==> config.mk <==
export PLATFORM = sky130hd
export DESIGN_NAME = sdwpc_core
export DESIGN_NICKNAME = d
export VERILOG_FILES = /design/src/sdwpc_pkg.sv /design/src/sdwpc_core.sv /design/src/sdwpc_bank_timer.sv
export VERILOG_INCLUDE_DIRS = /design/src
export SDC_FILE = /design/constraint.sdc
export NUM_CORES = 1
export LEC_CHECK = 0
export BUFFER_PORTS_ARGS = -buffer_cell sky130_fd_sc_hd__buf_4
export CORE_ASPECT_RATIO = 0.7
export CORE_MARGIN = 2
export CORE_UTILIZATION = 52
export CTS_CLUSTER_DIAMETER = 60
export DETAILED_ROUTE_END_ITERATION = 10
export PLACE_DENSITY_LB_ADDON = 0.25
export SETUP_SLACK_MARGIN = 0.02
export SLEW_MARGIN = 20
export SYNTH_ARGS = -nofsm -noshare
export SYNTH_HDL_FRONTEND = slang
export SYNTH_HIERARCHICAL = 1
export SYNTH_SLANG_ARGS = --single-unit
==> constraint.sdc <==
create_clock -name core_clk -period 2.8 [get_ports core_clk]
set_input_delay 0.7 -clock core_clk [delete_from_list [all_inputs] [get_ports core_clk]]
set_output_delay 0.7 -clock core_clk [all_outputs]
set_load 0.02 [all_outputs]
==> src/sdwpc_params.svh <==
// Constants for the synchronous DRAM write, precharge and power control block
// ==========================================================================
`ifndef SDWPC_PARAMS_SVH
`define SDWPC_PARAMS_SVH
`define SDWPC_CLK_PERIOD_NS 100
`define SDWPC_WR_EXTRA_NS 8
`define SDWPC_WR_CYCLES (1 + ((`SDWPC_WR_EXTRA_NS + `SDWPC_CLK_PERIOD_NS - 1) / `SDWPC_CLK_PERIOD_NS))
`define SDWPC_RP_NS 20
`define SDWPC_RP_CYCLES ((`SDWPC_RP_NS + `SDWPC_CLK_PERIOD_NS - 1) / `SDWPC_CLK_PERIOD_NS)
`define SDWPC_COL_W 8
`define SDWPC_DQ_W 16
`define SDWPC_BANKS 4
`define SDWPC_AP_BIT 10
`define SDWPC_TMR_W 4
`endif

==> src/sdwpc_pkg.sv <==
// Types for the synchronous DRAM write, precharge and power control block
package sdwpc_pkg;
   typedef enum logic [3:0] {
      SDWPC_CMD_NOP = 4'h1,
      SDWPC_CMD_WRITE = 4'h2,
      SDWPC_CMD_PRE = 4'h4,
      SDWPC_CMD_STOP = 4'h8
   } sdwpc_cmd_t;
   typedef enum logic [4:0] {
      SDWPC_ST_IDLE = 5'h01,
      SDWPC_ST_WRITE = 5'h02,
      SDWPC_ST_SUSP = 5'h04,
      SDWPC_ST_PDOWN = 5'h08,
      SDWPC_ST_READ = 5'h10
   } sdwpc_state_t;
endpackage

==> src/sdwpc_core.sv <==
// Synchronous DRAM write burst, precharge, power-down and clock suspend logic
`timescale 1ns/1ps
`default_nettype none
`include "sdwpc_params.svh"
module sdwpc_core (
   // Clock and reset
   input wire logic core_clk,
   input wire logic resetn,
   // Command pins
   input wire logic clk_gate,
   input wire logic cs_n,
   input wire logic ras_n,
   input wire logic cas_n,
   input wire logic we_n,
   input wire logic [1:0] bank_addr,
   input wire logic [11:0] addr,
   input wire logic byte_mask,
   input wire logic [`SDWPC_DQ_W-1:0] dq_in,
   // Configuration
   input wire logic [2:0] burst_len_code,
   input wire logic write_burst_mode_bit,
   input wire logic read_active,
   // Array write port
   output logic mem_we,
   output logic [1:0] mem_bank,
   output logic [`SDWPC_COL_W-1:0] mem_col,
   output logic [`SDWPC_DQ_W-1:0] mem_data,
   // Data pin drive and status
   output logic dq_oe,
   output logic in_buf_en,
   output logic power_down,
   output logic active_power_down,
   output logic suspended,
   output logic [`SDWPC_BANKS-1:0] bank_open,
   output logic [`SDWPC_BANKS-1:0] bank_busy
);
   // ========================================================================
   // Command decode
   sdwpc_pkg::sdwpc_cmd_t cmd;
   always_comb begin
      cmd = sdwpc_pkg::SDWPC_CMD_NOP;
      if (!cs_n) begin
         case ({ras_n, cas_n, we_n})
            3'h4: cmd = sdwpc_pkg::SDWPC_CMD_WRITE;
            3'h2: cmd = sdwpc_pkg::SDWPC_CMD_PRE;
            3'h6: cmd = sdwpc_pkg::SDWPC_CMD_STOP;
            default: cmd = sdwpc_pkg::SDWPC_CMD_NOP;
         endcase
      end
   end
   logic is_nop;
   assign is_nop = cs_n | ({ras_n, cas_n, we_n} == 3'h7);
   logic is_read;
   assign is_read = !cs_n && ({ras_n, cas_n, we_n} == 3'h5);
   logic is_act;
   assign is_act = !cs_n && ({ras_n, cas_n, we_n} == 3'h3);
   // ========================================================================
   // State and burst counters
   sdwpc_pkg::sdwpc_state_t st_q, st_d;
   logic [`SDWPC_COL_W-1:0] col_q, col_d;
   logic [8:0] left_q, left_d;
   logic [1:0] bank_q, bank_d;
   logic ap_q, ap_d, full_q, full_d;
   logic we_d, pd_act_d;
   logic [`SDWPC_COL_W-1:0] wcol_d;
   logic [1:0] wbank_d;
   logic [`SDWPC_BANKS-1:0] open_req, pre_req, ap_req, ap_cancel;
   logic [8:0] blen;
   logic tick;
   logic [`SDWPC_BANKS-1:0] busy_w, open_w;
   always_comb begin
      case (burst_len_code)
         3'h0: blen = 9'h001;
         3'h1: blen = 9'h002;
         3'h2: blen = 9'h004;
         3'h3: blen = 9'h008;
         default: blen = 9'h100;
      endcase
      if (write_burst_mode_bit) begin
         blen = 9'h001;
      end
   end
   always_comb begin
      st_d = st_q;
      col_d = col_q;
      left_d = left_q;
      bank_d = bank_q;
      ap_d = ap_q;
      full_d = full_q;
      we_d = 1'b0;
      wcol_d = col_q;
      wbank_d = bank_q;
      pd_act_d = active_power_down;
      tick = 1'b1;
      open_req = '0;
      pre_req = '0;
      ap_req = '0;
      ap_cancel = '0;
      case (st_q)
         sdwpc_pkg::SDWPC_ST_PDOWN: begin
            tick = 1'b0;
            if (clk_gate) begin
               st_d = sdwpc_pkg::SDWPC_ST_IDLE;
            end
         end
         sdwpc_pkg::SDWPC_ST_SUSP: begin
            tick = 1'b0;
            if (clk_gate) begin
               st_d = sdwpc_pkg::SDWPC_ST_WRITE;
            end
         end
         default: begin
            if (cmd == sdwpc_pkg::SDWPC_CMD_WRITE) begin
               if (st_q == sdwpc_pkg::SDWPC_ST_WRITE && ap_q && bank_q != bank_addr) begin
                  ap_req[bank_q] = 1'b1;
               end
               bank_d = bank_addr;
               ap_d = addr[`SDWPC_AP_BIT];
               full_d = (blen == 9'h100);
               we_d = !byte_mask;
               wcol_d = addr[`SDWPC_COL_W-1:0];
               wbank_d = bank_addr;
               col_d = addr[`SDWPC_COL_W-1:0] + `SDWPC_COL_W'(1);
               ap_cancel[bank_addr] = 1'b1;
               if (blen == 9'h001) begin
                  st_d = sdwpc_pkg::SDWPC_ST_IDLE;
                  if (addr[`SDWPC_AP_BIT]) begin
                     ap_req[bank_addr] = 1'b1;
                  end
               end else begin
                  st_d = sdwpc_pkg::SDWPC_ST_WRITE;
                  left_d = blen - 9'h001;
               end
            end else if (st_q == sdwpc_pkg::SDWPC_ST_WRITE
                         && (is_read || cmd == sdwpc_pkg::SDWPC_CMD_STOP)) begin
               st_d = sdwpc_pkg::SDWPC_ST_IDLE;
               if (ap_q) begin
                  ap_req[bank_q] = 1'b1;
               end
            end else if (cmd == sdwpc_pkg::SDWPC_CMD_PRE) begin
               if (addr[`SDWPC_AP_BIT]) begin
                  pre_req = '1;
               end else begin
                  pre_req[bank_addr] = 1'b1;
               end
               if (st_q == sdwpc_pkg::SDWPC_ST_WRITE
                   && (addr[`SDWPC_AP_BIT] || bank_addr == bank_q)) begin
                  st_d = sdwpc_pkg::SDWPC_ST_IDLE;
               end else if (st_q == sdwpc_pkg::SDWPC_ST_WRITE) begin
                  we_d = !byte_mask;
                  col_d = col_q + `SDWPC_COL_W'(1);
               end
            end else if (st_q == sdwpc_pkg::SDWPC_ST_WRITE) begin
               we_d = !byte_mask;
               col_d = col_q + `SDWPC_COL_W'(1);
               if (!full_q) begin
                  left_d = left_q - 9'h001;
                  if (left_q == 9'h001) begin
                     st_d = sdwpc_pkg::SDWPC_ST_IDLE;
                     if (ap_q) begin
                        ap_req[bank_q] = 1'b1;
                     end
                  end
               end
            end else if (!clk_gate && is_nop && !read_active) begin
               st_d = sdwpc_pkg::SDWPC_ST_PDOWN;
               pd_act_d = |open_w;
            end else if (is_act) begin
               open_req[bank_addr] = 1'b1;
            end
            if (!clk_gate && st_d == sdwpc_pkg::SDWPC_ST_WRITE) begin
               st_d = sdwpc_pkg::SDWPC_ST_SUSP;
            end
         end
      endcase
   end
   always_ff @(posedge core_clk or negedge resetn) begin
      if (!resetn) begin
         st_q <= sdwpc_pkg::SDWPC_ST_IDLE;
         col_q <= '0;
         left_q <= '0;
         bank_q <= '0;
         ap_q <= 1'b0;
         full_q <= 1'b0;
         mem_we <= 1'b0;
         mem_col <= '0;
         mem_bank <= '0;
         mem_data <= '0;
         active_power_down <= 1'b0;
      end else begin
         st_q <= st_d;
         col_q <= col_d;
         left_q <= left_d;
         bank_q <= bank_d;
         ap_q <= ap_d;
         full_q <= full_d;
         mem_we <= we_d;
         mem_col <= wcol_d;
         mem_bank <= wbank_d;
         mem_data <= dq_in;
         active_power_down <= pd_act_d;
      end
   end
   // ========================================================================
   // Bank timers
   genvar gi;
   generate
      for (gi = 0; gi < `SDWPC_BANKS; gi = gi + 1) begin : g_bank
         sdwpc_bank_timer u_tmr (
            .core_clk(core_clk),
            .resetn(resetn),
            .open_req(open_req[gi]),
            .pre_req(pre_req[gi]),
            .ap_req(ap_req[gi]),
            .ap_cancel(ap_cancel[gi]),
            .clk_en(tick),
            .row_open(open_w[gi]),
            .busy(busy_w[gi])
         );
      end
   endgenerate
   // ========================================================================
   // Registered status outputs
   always_ff @(posedge core_clk or negedge resetn) begin
      if (!resetn) begin
         dq_oe <= 1'b0;
         in_buf_en <= 1'b1;
         power_down <= 1'b0;
         suspended <= 1'b0;
         bank_open <= '0;
         bank_busy <= '0;
      end else begin
         dq_oe <= 1'b0;
         in_buf_en <= (st_d != sdwpc_pkg::SDWPC_ST_PDOWN);
         power_down <= (st_d == sdwpc_pkg::SDWPC_ST_PDOWN);
         suspended <= (st_d == sdwpc_pkg::SDWPC_ST_SUSP);
         bank_open <= open_w;
         bank_busy <= busy_w;
      end
   end
endmodule
`default_nettype wire

==> src/sdwpc_bank_timer.sv <==
// Per-bank recovery and precharge timer
`timescale 1ns/1ps
`default_nettype none
`include "sdwpc_params.svh"
module sdwpc_bank_timer (
   // Clock and reset
   input wire logic core_clk,
   input wire logic resetn,
   // Control
   input wire logic open_req,
   input wire logic pre_req,
   input wire logic ap_req,
   input wire logic ap_cancel,
   input wire logic clk_en,
   // Status
   output logic row_open,
   output logic busy
);
   logic [`SDWPC_TMR_W-1:0] wr_q, wr_d, rp_q, rp_d;
   logic open_q, open_d, ap_q, ap_d;
   always_comb begin
      wr_d = wr_q;
      rp_d = rp_q;
      open_d = open_q;
      ap_d = ap_q;
      if (clk_en) begin
         if (rp_q != '0) begin
            rp_d = rp_q - `SDWPC_TMR_W'(1);
         end
         if (ap_q) begin
            if (wr_q > `SDWPC_TMR_W'(1)) begin
               wr_d = wr_q - `SDWPC_TMR_W'(1);
            end else begin
               ap_d = 1'b0;
               open_d = 1'b0;
               rp_d = `SDWPC_TMR_W'(`SDWPC_RP_CYCLES);
            end
         end
         if (ap_cancel) begin
            ap_d = 1'b0;
         end
         if (ap_req) begin
            ap_d = 1'b1;
            wr_d = `SDWPC_TMR_W'(`SDWPC_WR_CYCLES);
         end
         if (pre_req) begin
            open_d = 1'b0;
            ap_d = 1'b0;
            rp_d = `SDWPC_TMR_W'(`SDWPC_RP_CYCLES);
         end
         if (open_req) begin
            open_d = 1'b1;
         end
      end
   end
   always_ff @(posedge core_clk or negedge resetn) begin
      if (!resetn) begin
         wr_q <= '0;
         rp_q <= '0;
         open_q <= 1'b0;
         ap_q <= 1'b0;
      end else begin
         wr_q <= wr_d;
         rp_q <= rp_d;
         open_q <= open_d;
         ap_q <= ap_d;
      end
   end
   assign row_open = open_q;
   assign busy = ap_q | (rp_q != '0);
endmodule
`default_nettype wire

==> impl_metrics.env <==
export IMPL_drive_above_1_share_pct=25.07
export IMPL_maxCapViolCount=0
export IMPL_clock_skew_ns=0.009958
export IMPL_slew_viol_final=0
export IMPL_final_core_util_pct=63.90
export IMPL_synth_edf_count=0
export IMPL_intPower_mw=4.046
export IMPL_crit_top_cell="nand2_1"
export IMPL_swShare_pct=41.21
export IMPL_cts_root_buffer="clkbuf_16"
export IMPL_vias=4866
export IMPL_p_comb_share_pct=45.2
export IMPL_multi_input_area_mm2=0.002877
export IMPL_area_growth_pct=21.20
export IMPL_grt_max_degree=60
export IMPL_syn_nets=666
export IMPL_fin_setup_tns_ns=0
export IMPL_status="complete, no violations"
export IMPL_first_global_vias=4665
export IMPL_synthArstFlopShare_pct=100.0
export IMPL_dr_first_iter_drc_count=341
export IMPL_worst_pin_slew_ns=0.7106
export IMPL_cpLargestDelayFamily="simple AND/OR/NAND/NOR gates"
export IMPL_syn_area_mm2=0.005742
export IMPL_rows=32
export IMPL_cp_num_buf_inv=1
export IMPL_yosys_area_top_type="dfrtp_1"
export IMPL_syn_inst=604
export IMPL_p_sw_mw=2.836
export IMPL_synth_seq_cells=103
export IMPL_netlist_area_leader_share_pct=44.02
export IMPL_yosys_warnings=6
export IMPL_syn_avg_cell_area_um2=9.506
export IMPL_finalCriticalPeriod_ns=2.615
export IMPL_synthTopCellsByArea="dfrtp_1 44%, nand2_1 4.4%, ha_1 4.1%"
export IMPL_dieHeight_um=91.92
export IMPL_htree_levels=3
export IMPL_arrival_ns=2.85
export IMPL_peakVddDrop_mv=0.4851
export IMPL_regArea_mm2=0.002580
export IMPL_hold_class="in -> async"
export IMPL_die_x_um=129.6
export IMPL_worstPathCellList="or4_4 -> nor3b_2 -> nand2_1 -> o211ai_1 -> and4_1 -> nand2_1 -> o22ai_2 -> buf_4 -> o21ai_2 -> mux2_4"
export IMPL_place_ws_ns=0.02344
export IMPL_nets=759
export IMPL_via_per_inst=5.691
export IMPL_rsz0062_at_grt="false"
export IMPL_pwr_density_cell_mw_per_mm2=989.0
export IMPL_fin_area_mm2=0.006959
export IMPL_drtAntennaViolNets=0
export IMPL_crit_path_max_fanout=4
export IMPL_clkLatencyLatePin_ns=0.35
export IMPL_final_setup_viol_count=0
export IMPL_cts_sinks=103
export IMPL_die_area_mm2=0.01191
export IMPL_pin_count=83
export IMPL_start_kind="register"
export IMPL_placed_area_mm2=0.006650
export IMPL_post_route_period_util_pct=93.40
export IMPL_drc=0
export IMPL_ys_types=67
export IMPL_final_cells=855
export IMPL_dpl_cell_count=839
export IMPL_drtPass1Iterations=5
export IMPL_grt_use_total_pct=22.95
export IMPL_endpoint_kind="register"
export IMPL_seq_power_share_pct=36.7
export IMPL_portBuffers=78
export IMPL_routabilityCongestion=0.8858
export IMPL_cts_buffers=9
export IMPL_clock_power_share_pct=18.1
export IMPL_slew_headroom_pct=52.26
export IMPL_yosysSeqAreaShare_pct=44.93
export IMPL_cts_tree="yes"
export IMPL_layout_setup_ws_ns=0.1849
export IMPL_synth_ff_type="dfrtp_1"
export IMPL_num_antenna_cells=0
export IMPL_overflow=0
export IMPL_dp_hpwl_mm=9.515
export IMPL_coreArea_mm2=0.01089
export IMPL_max_freq_mhz=382.4
export IMPL_slowest_stage="or4_4"
export IMPL_clkTransAtPathRegs_ns=0.08
export IMPL_p_leak_nw=3.205
export IMPL_ctsLongestPathBuffers=2
export IMPL_fillers=914
export IMPL_grt_pass1_wl_mm=22.01
export IMPL_start_util_pct=52.72
export IMPL_critical_path_class="reg -> reg"
export IMPL_hold_viol=0
export IMPL_grt_antenna_before_repair=0
export IMPL_finalWirelength_mm=13.07
export IMPL_post_drt_wl_per_cell_um=15.29
export IMPL_slowest_delay_ns=0.53
export IMPL_worstPathRequired_ns=3.04
worst reg2reg max path: stages (launching register included):
cell	delay [ns]
dfrtp_1	0.43
or4_4	0.53
nor3b_2	0.22
nand2_1	0.07
o211ai_1	0.22
and4_1	0.22
nand2_1	0.10
o22ai_2	0.22
buf_4	0.17
o21ai_2	0.06
mux2_4	0.26
final timing paths:
path	startpoint	to	slack (ns)	cells past startpoint
worst max-delay path	left_q[6]	g_bank[2].u_tmr/wr_q[0]	0.18	10
worst min-delay path	resetn	mem_col[1]	0.24	1
worst max register to register	left_q[6]	g_bank[2].u_tmr/wr_q[0]	0.18	10
worst min register to register	g_bank[3].u_tmr/row_open	bank_open[3]	0.42	0
max in group asynchronous	resetn	in_buf_en	1.89	2
min in group core_clk	g_bank[3].u_tmr/row_open	bank_open[3]	0.42	0
layer usage:
| metal | track usage (%) | wire length, um |
|---|---|---|
| met1 | 31.64 | 6195 |
| met2 | 36.69 | 5945 |
| met3 | 5.018 | 773 |
| met4 | 6.183 | 158 |
| met5 | 0 | 0 |
cell usage after synthesis, types with 7 or more instances:
cell type and number:
nor3_1 22, and3_1 8, dfrtp_1 101, nor2_1 31, a22o_1 11, a31oi_1 10, nand4_1 9, buf_2 12
nand2b_1 7, a21oi_1 37, o22ai_1 18, o21ai_0 28, or3_1 7, ha_1 19, a41oi_1 8, nand3_1 20
nand2_1 67, o21ai_2 8, inv_1 52, mux2i_1 7
repair_timing:
item / CTS / global route
setup buffers: 0 / 0
hold endpoints to repair: 0 / 0
resized for setup: 0 / 2
hold buffers: 0 / 0
endpoints found under the setup margin: 0 / 2
stage by stage:
step | power (mW) | hold slack (ns)
after floorplan | 4.720 | 0.3751
after global placement | 5.470 | 0.3954
after detailed placement | 5.636 | 0.3898
after CTS | 6.908 | 0.2392
after global routing | 7.395 | 0.2529
final | 6.882 | 0.2432
cell families after synthesis:
group	after synthesis	share of synthesized area [%]
mux	16	3.247
other cells	1	0.06531
fa+ha+maj	19	4.140
compound gates	172	21.51
simple gates	211	19.79
flops	103	44.93
buf+inv	76	5.404
xor+xnor	6	0.9152
registers in the layout (all words and copies together) (netlist names), 2 cells and up:
signal                 flops
left_q                     9
g_bank.u_tmr/wr_q         16
g_bank.u_tmr/ap_q          4
g_bank.u_tmr/row_open      4
bank_q                     2
bank_busy                  4
bank_open                  4
mem_col                    8
g_bank.u_tmr/rp_q         16
st_q                       5
mem_data                  16
col_q                      8
placed cells by master (no fill, tap or decap), types with 5 or more instances in the layout:
master,synthesis,layout
o31ai_1,6,6
mux2_2,5,5
o21ai_1,5,6
or3_1,7,7
nor3_1,22,22
nor2b_1,6,6
inv_1,52,52
nand3_1,20,20
a31oi_1,10,10
a22o_1,11,11
buf_4,2,104
nor2_1,31,31
o21ai_0,28,27
o21ai_2,8,8
a41oi_1,8,8
clkbuf_16,0,9
and3_1,8,8
xor2_1,5,5
mux2i_1,7,7
nand2b_1,7,7
nand2_1,67,66
a22oi_1,5,5
ha_1,19,18
a21oi_1,37,37
nand4_1,9,9
o22ai_1,18,16
dfrtp_1,101,101
power by group through the flow:
stage	Combinational (mW)	Sequential (mW)	Clock, mW
global placement	2.95	2.52	0
detailed placement	3.10	2.54	0
finish	3.11	2.53	1.25
floorplan	2.11	2.61	0
CTS	3.11	2.51	1.28
global route	3.46	2.60	1.33
cell type report:
type	instances	share of cell area (%)
clock inverters	7	1.007
flip-flops and latches	103	37.07
clock buffers	9	3.236
repair buffers	106	11.79
inverters	52	2.805
multi-input cells	425	41.33
well taps	153	2.751
Power figures use the tool's default switching activity.
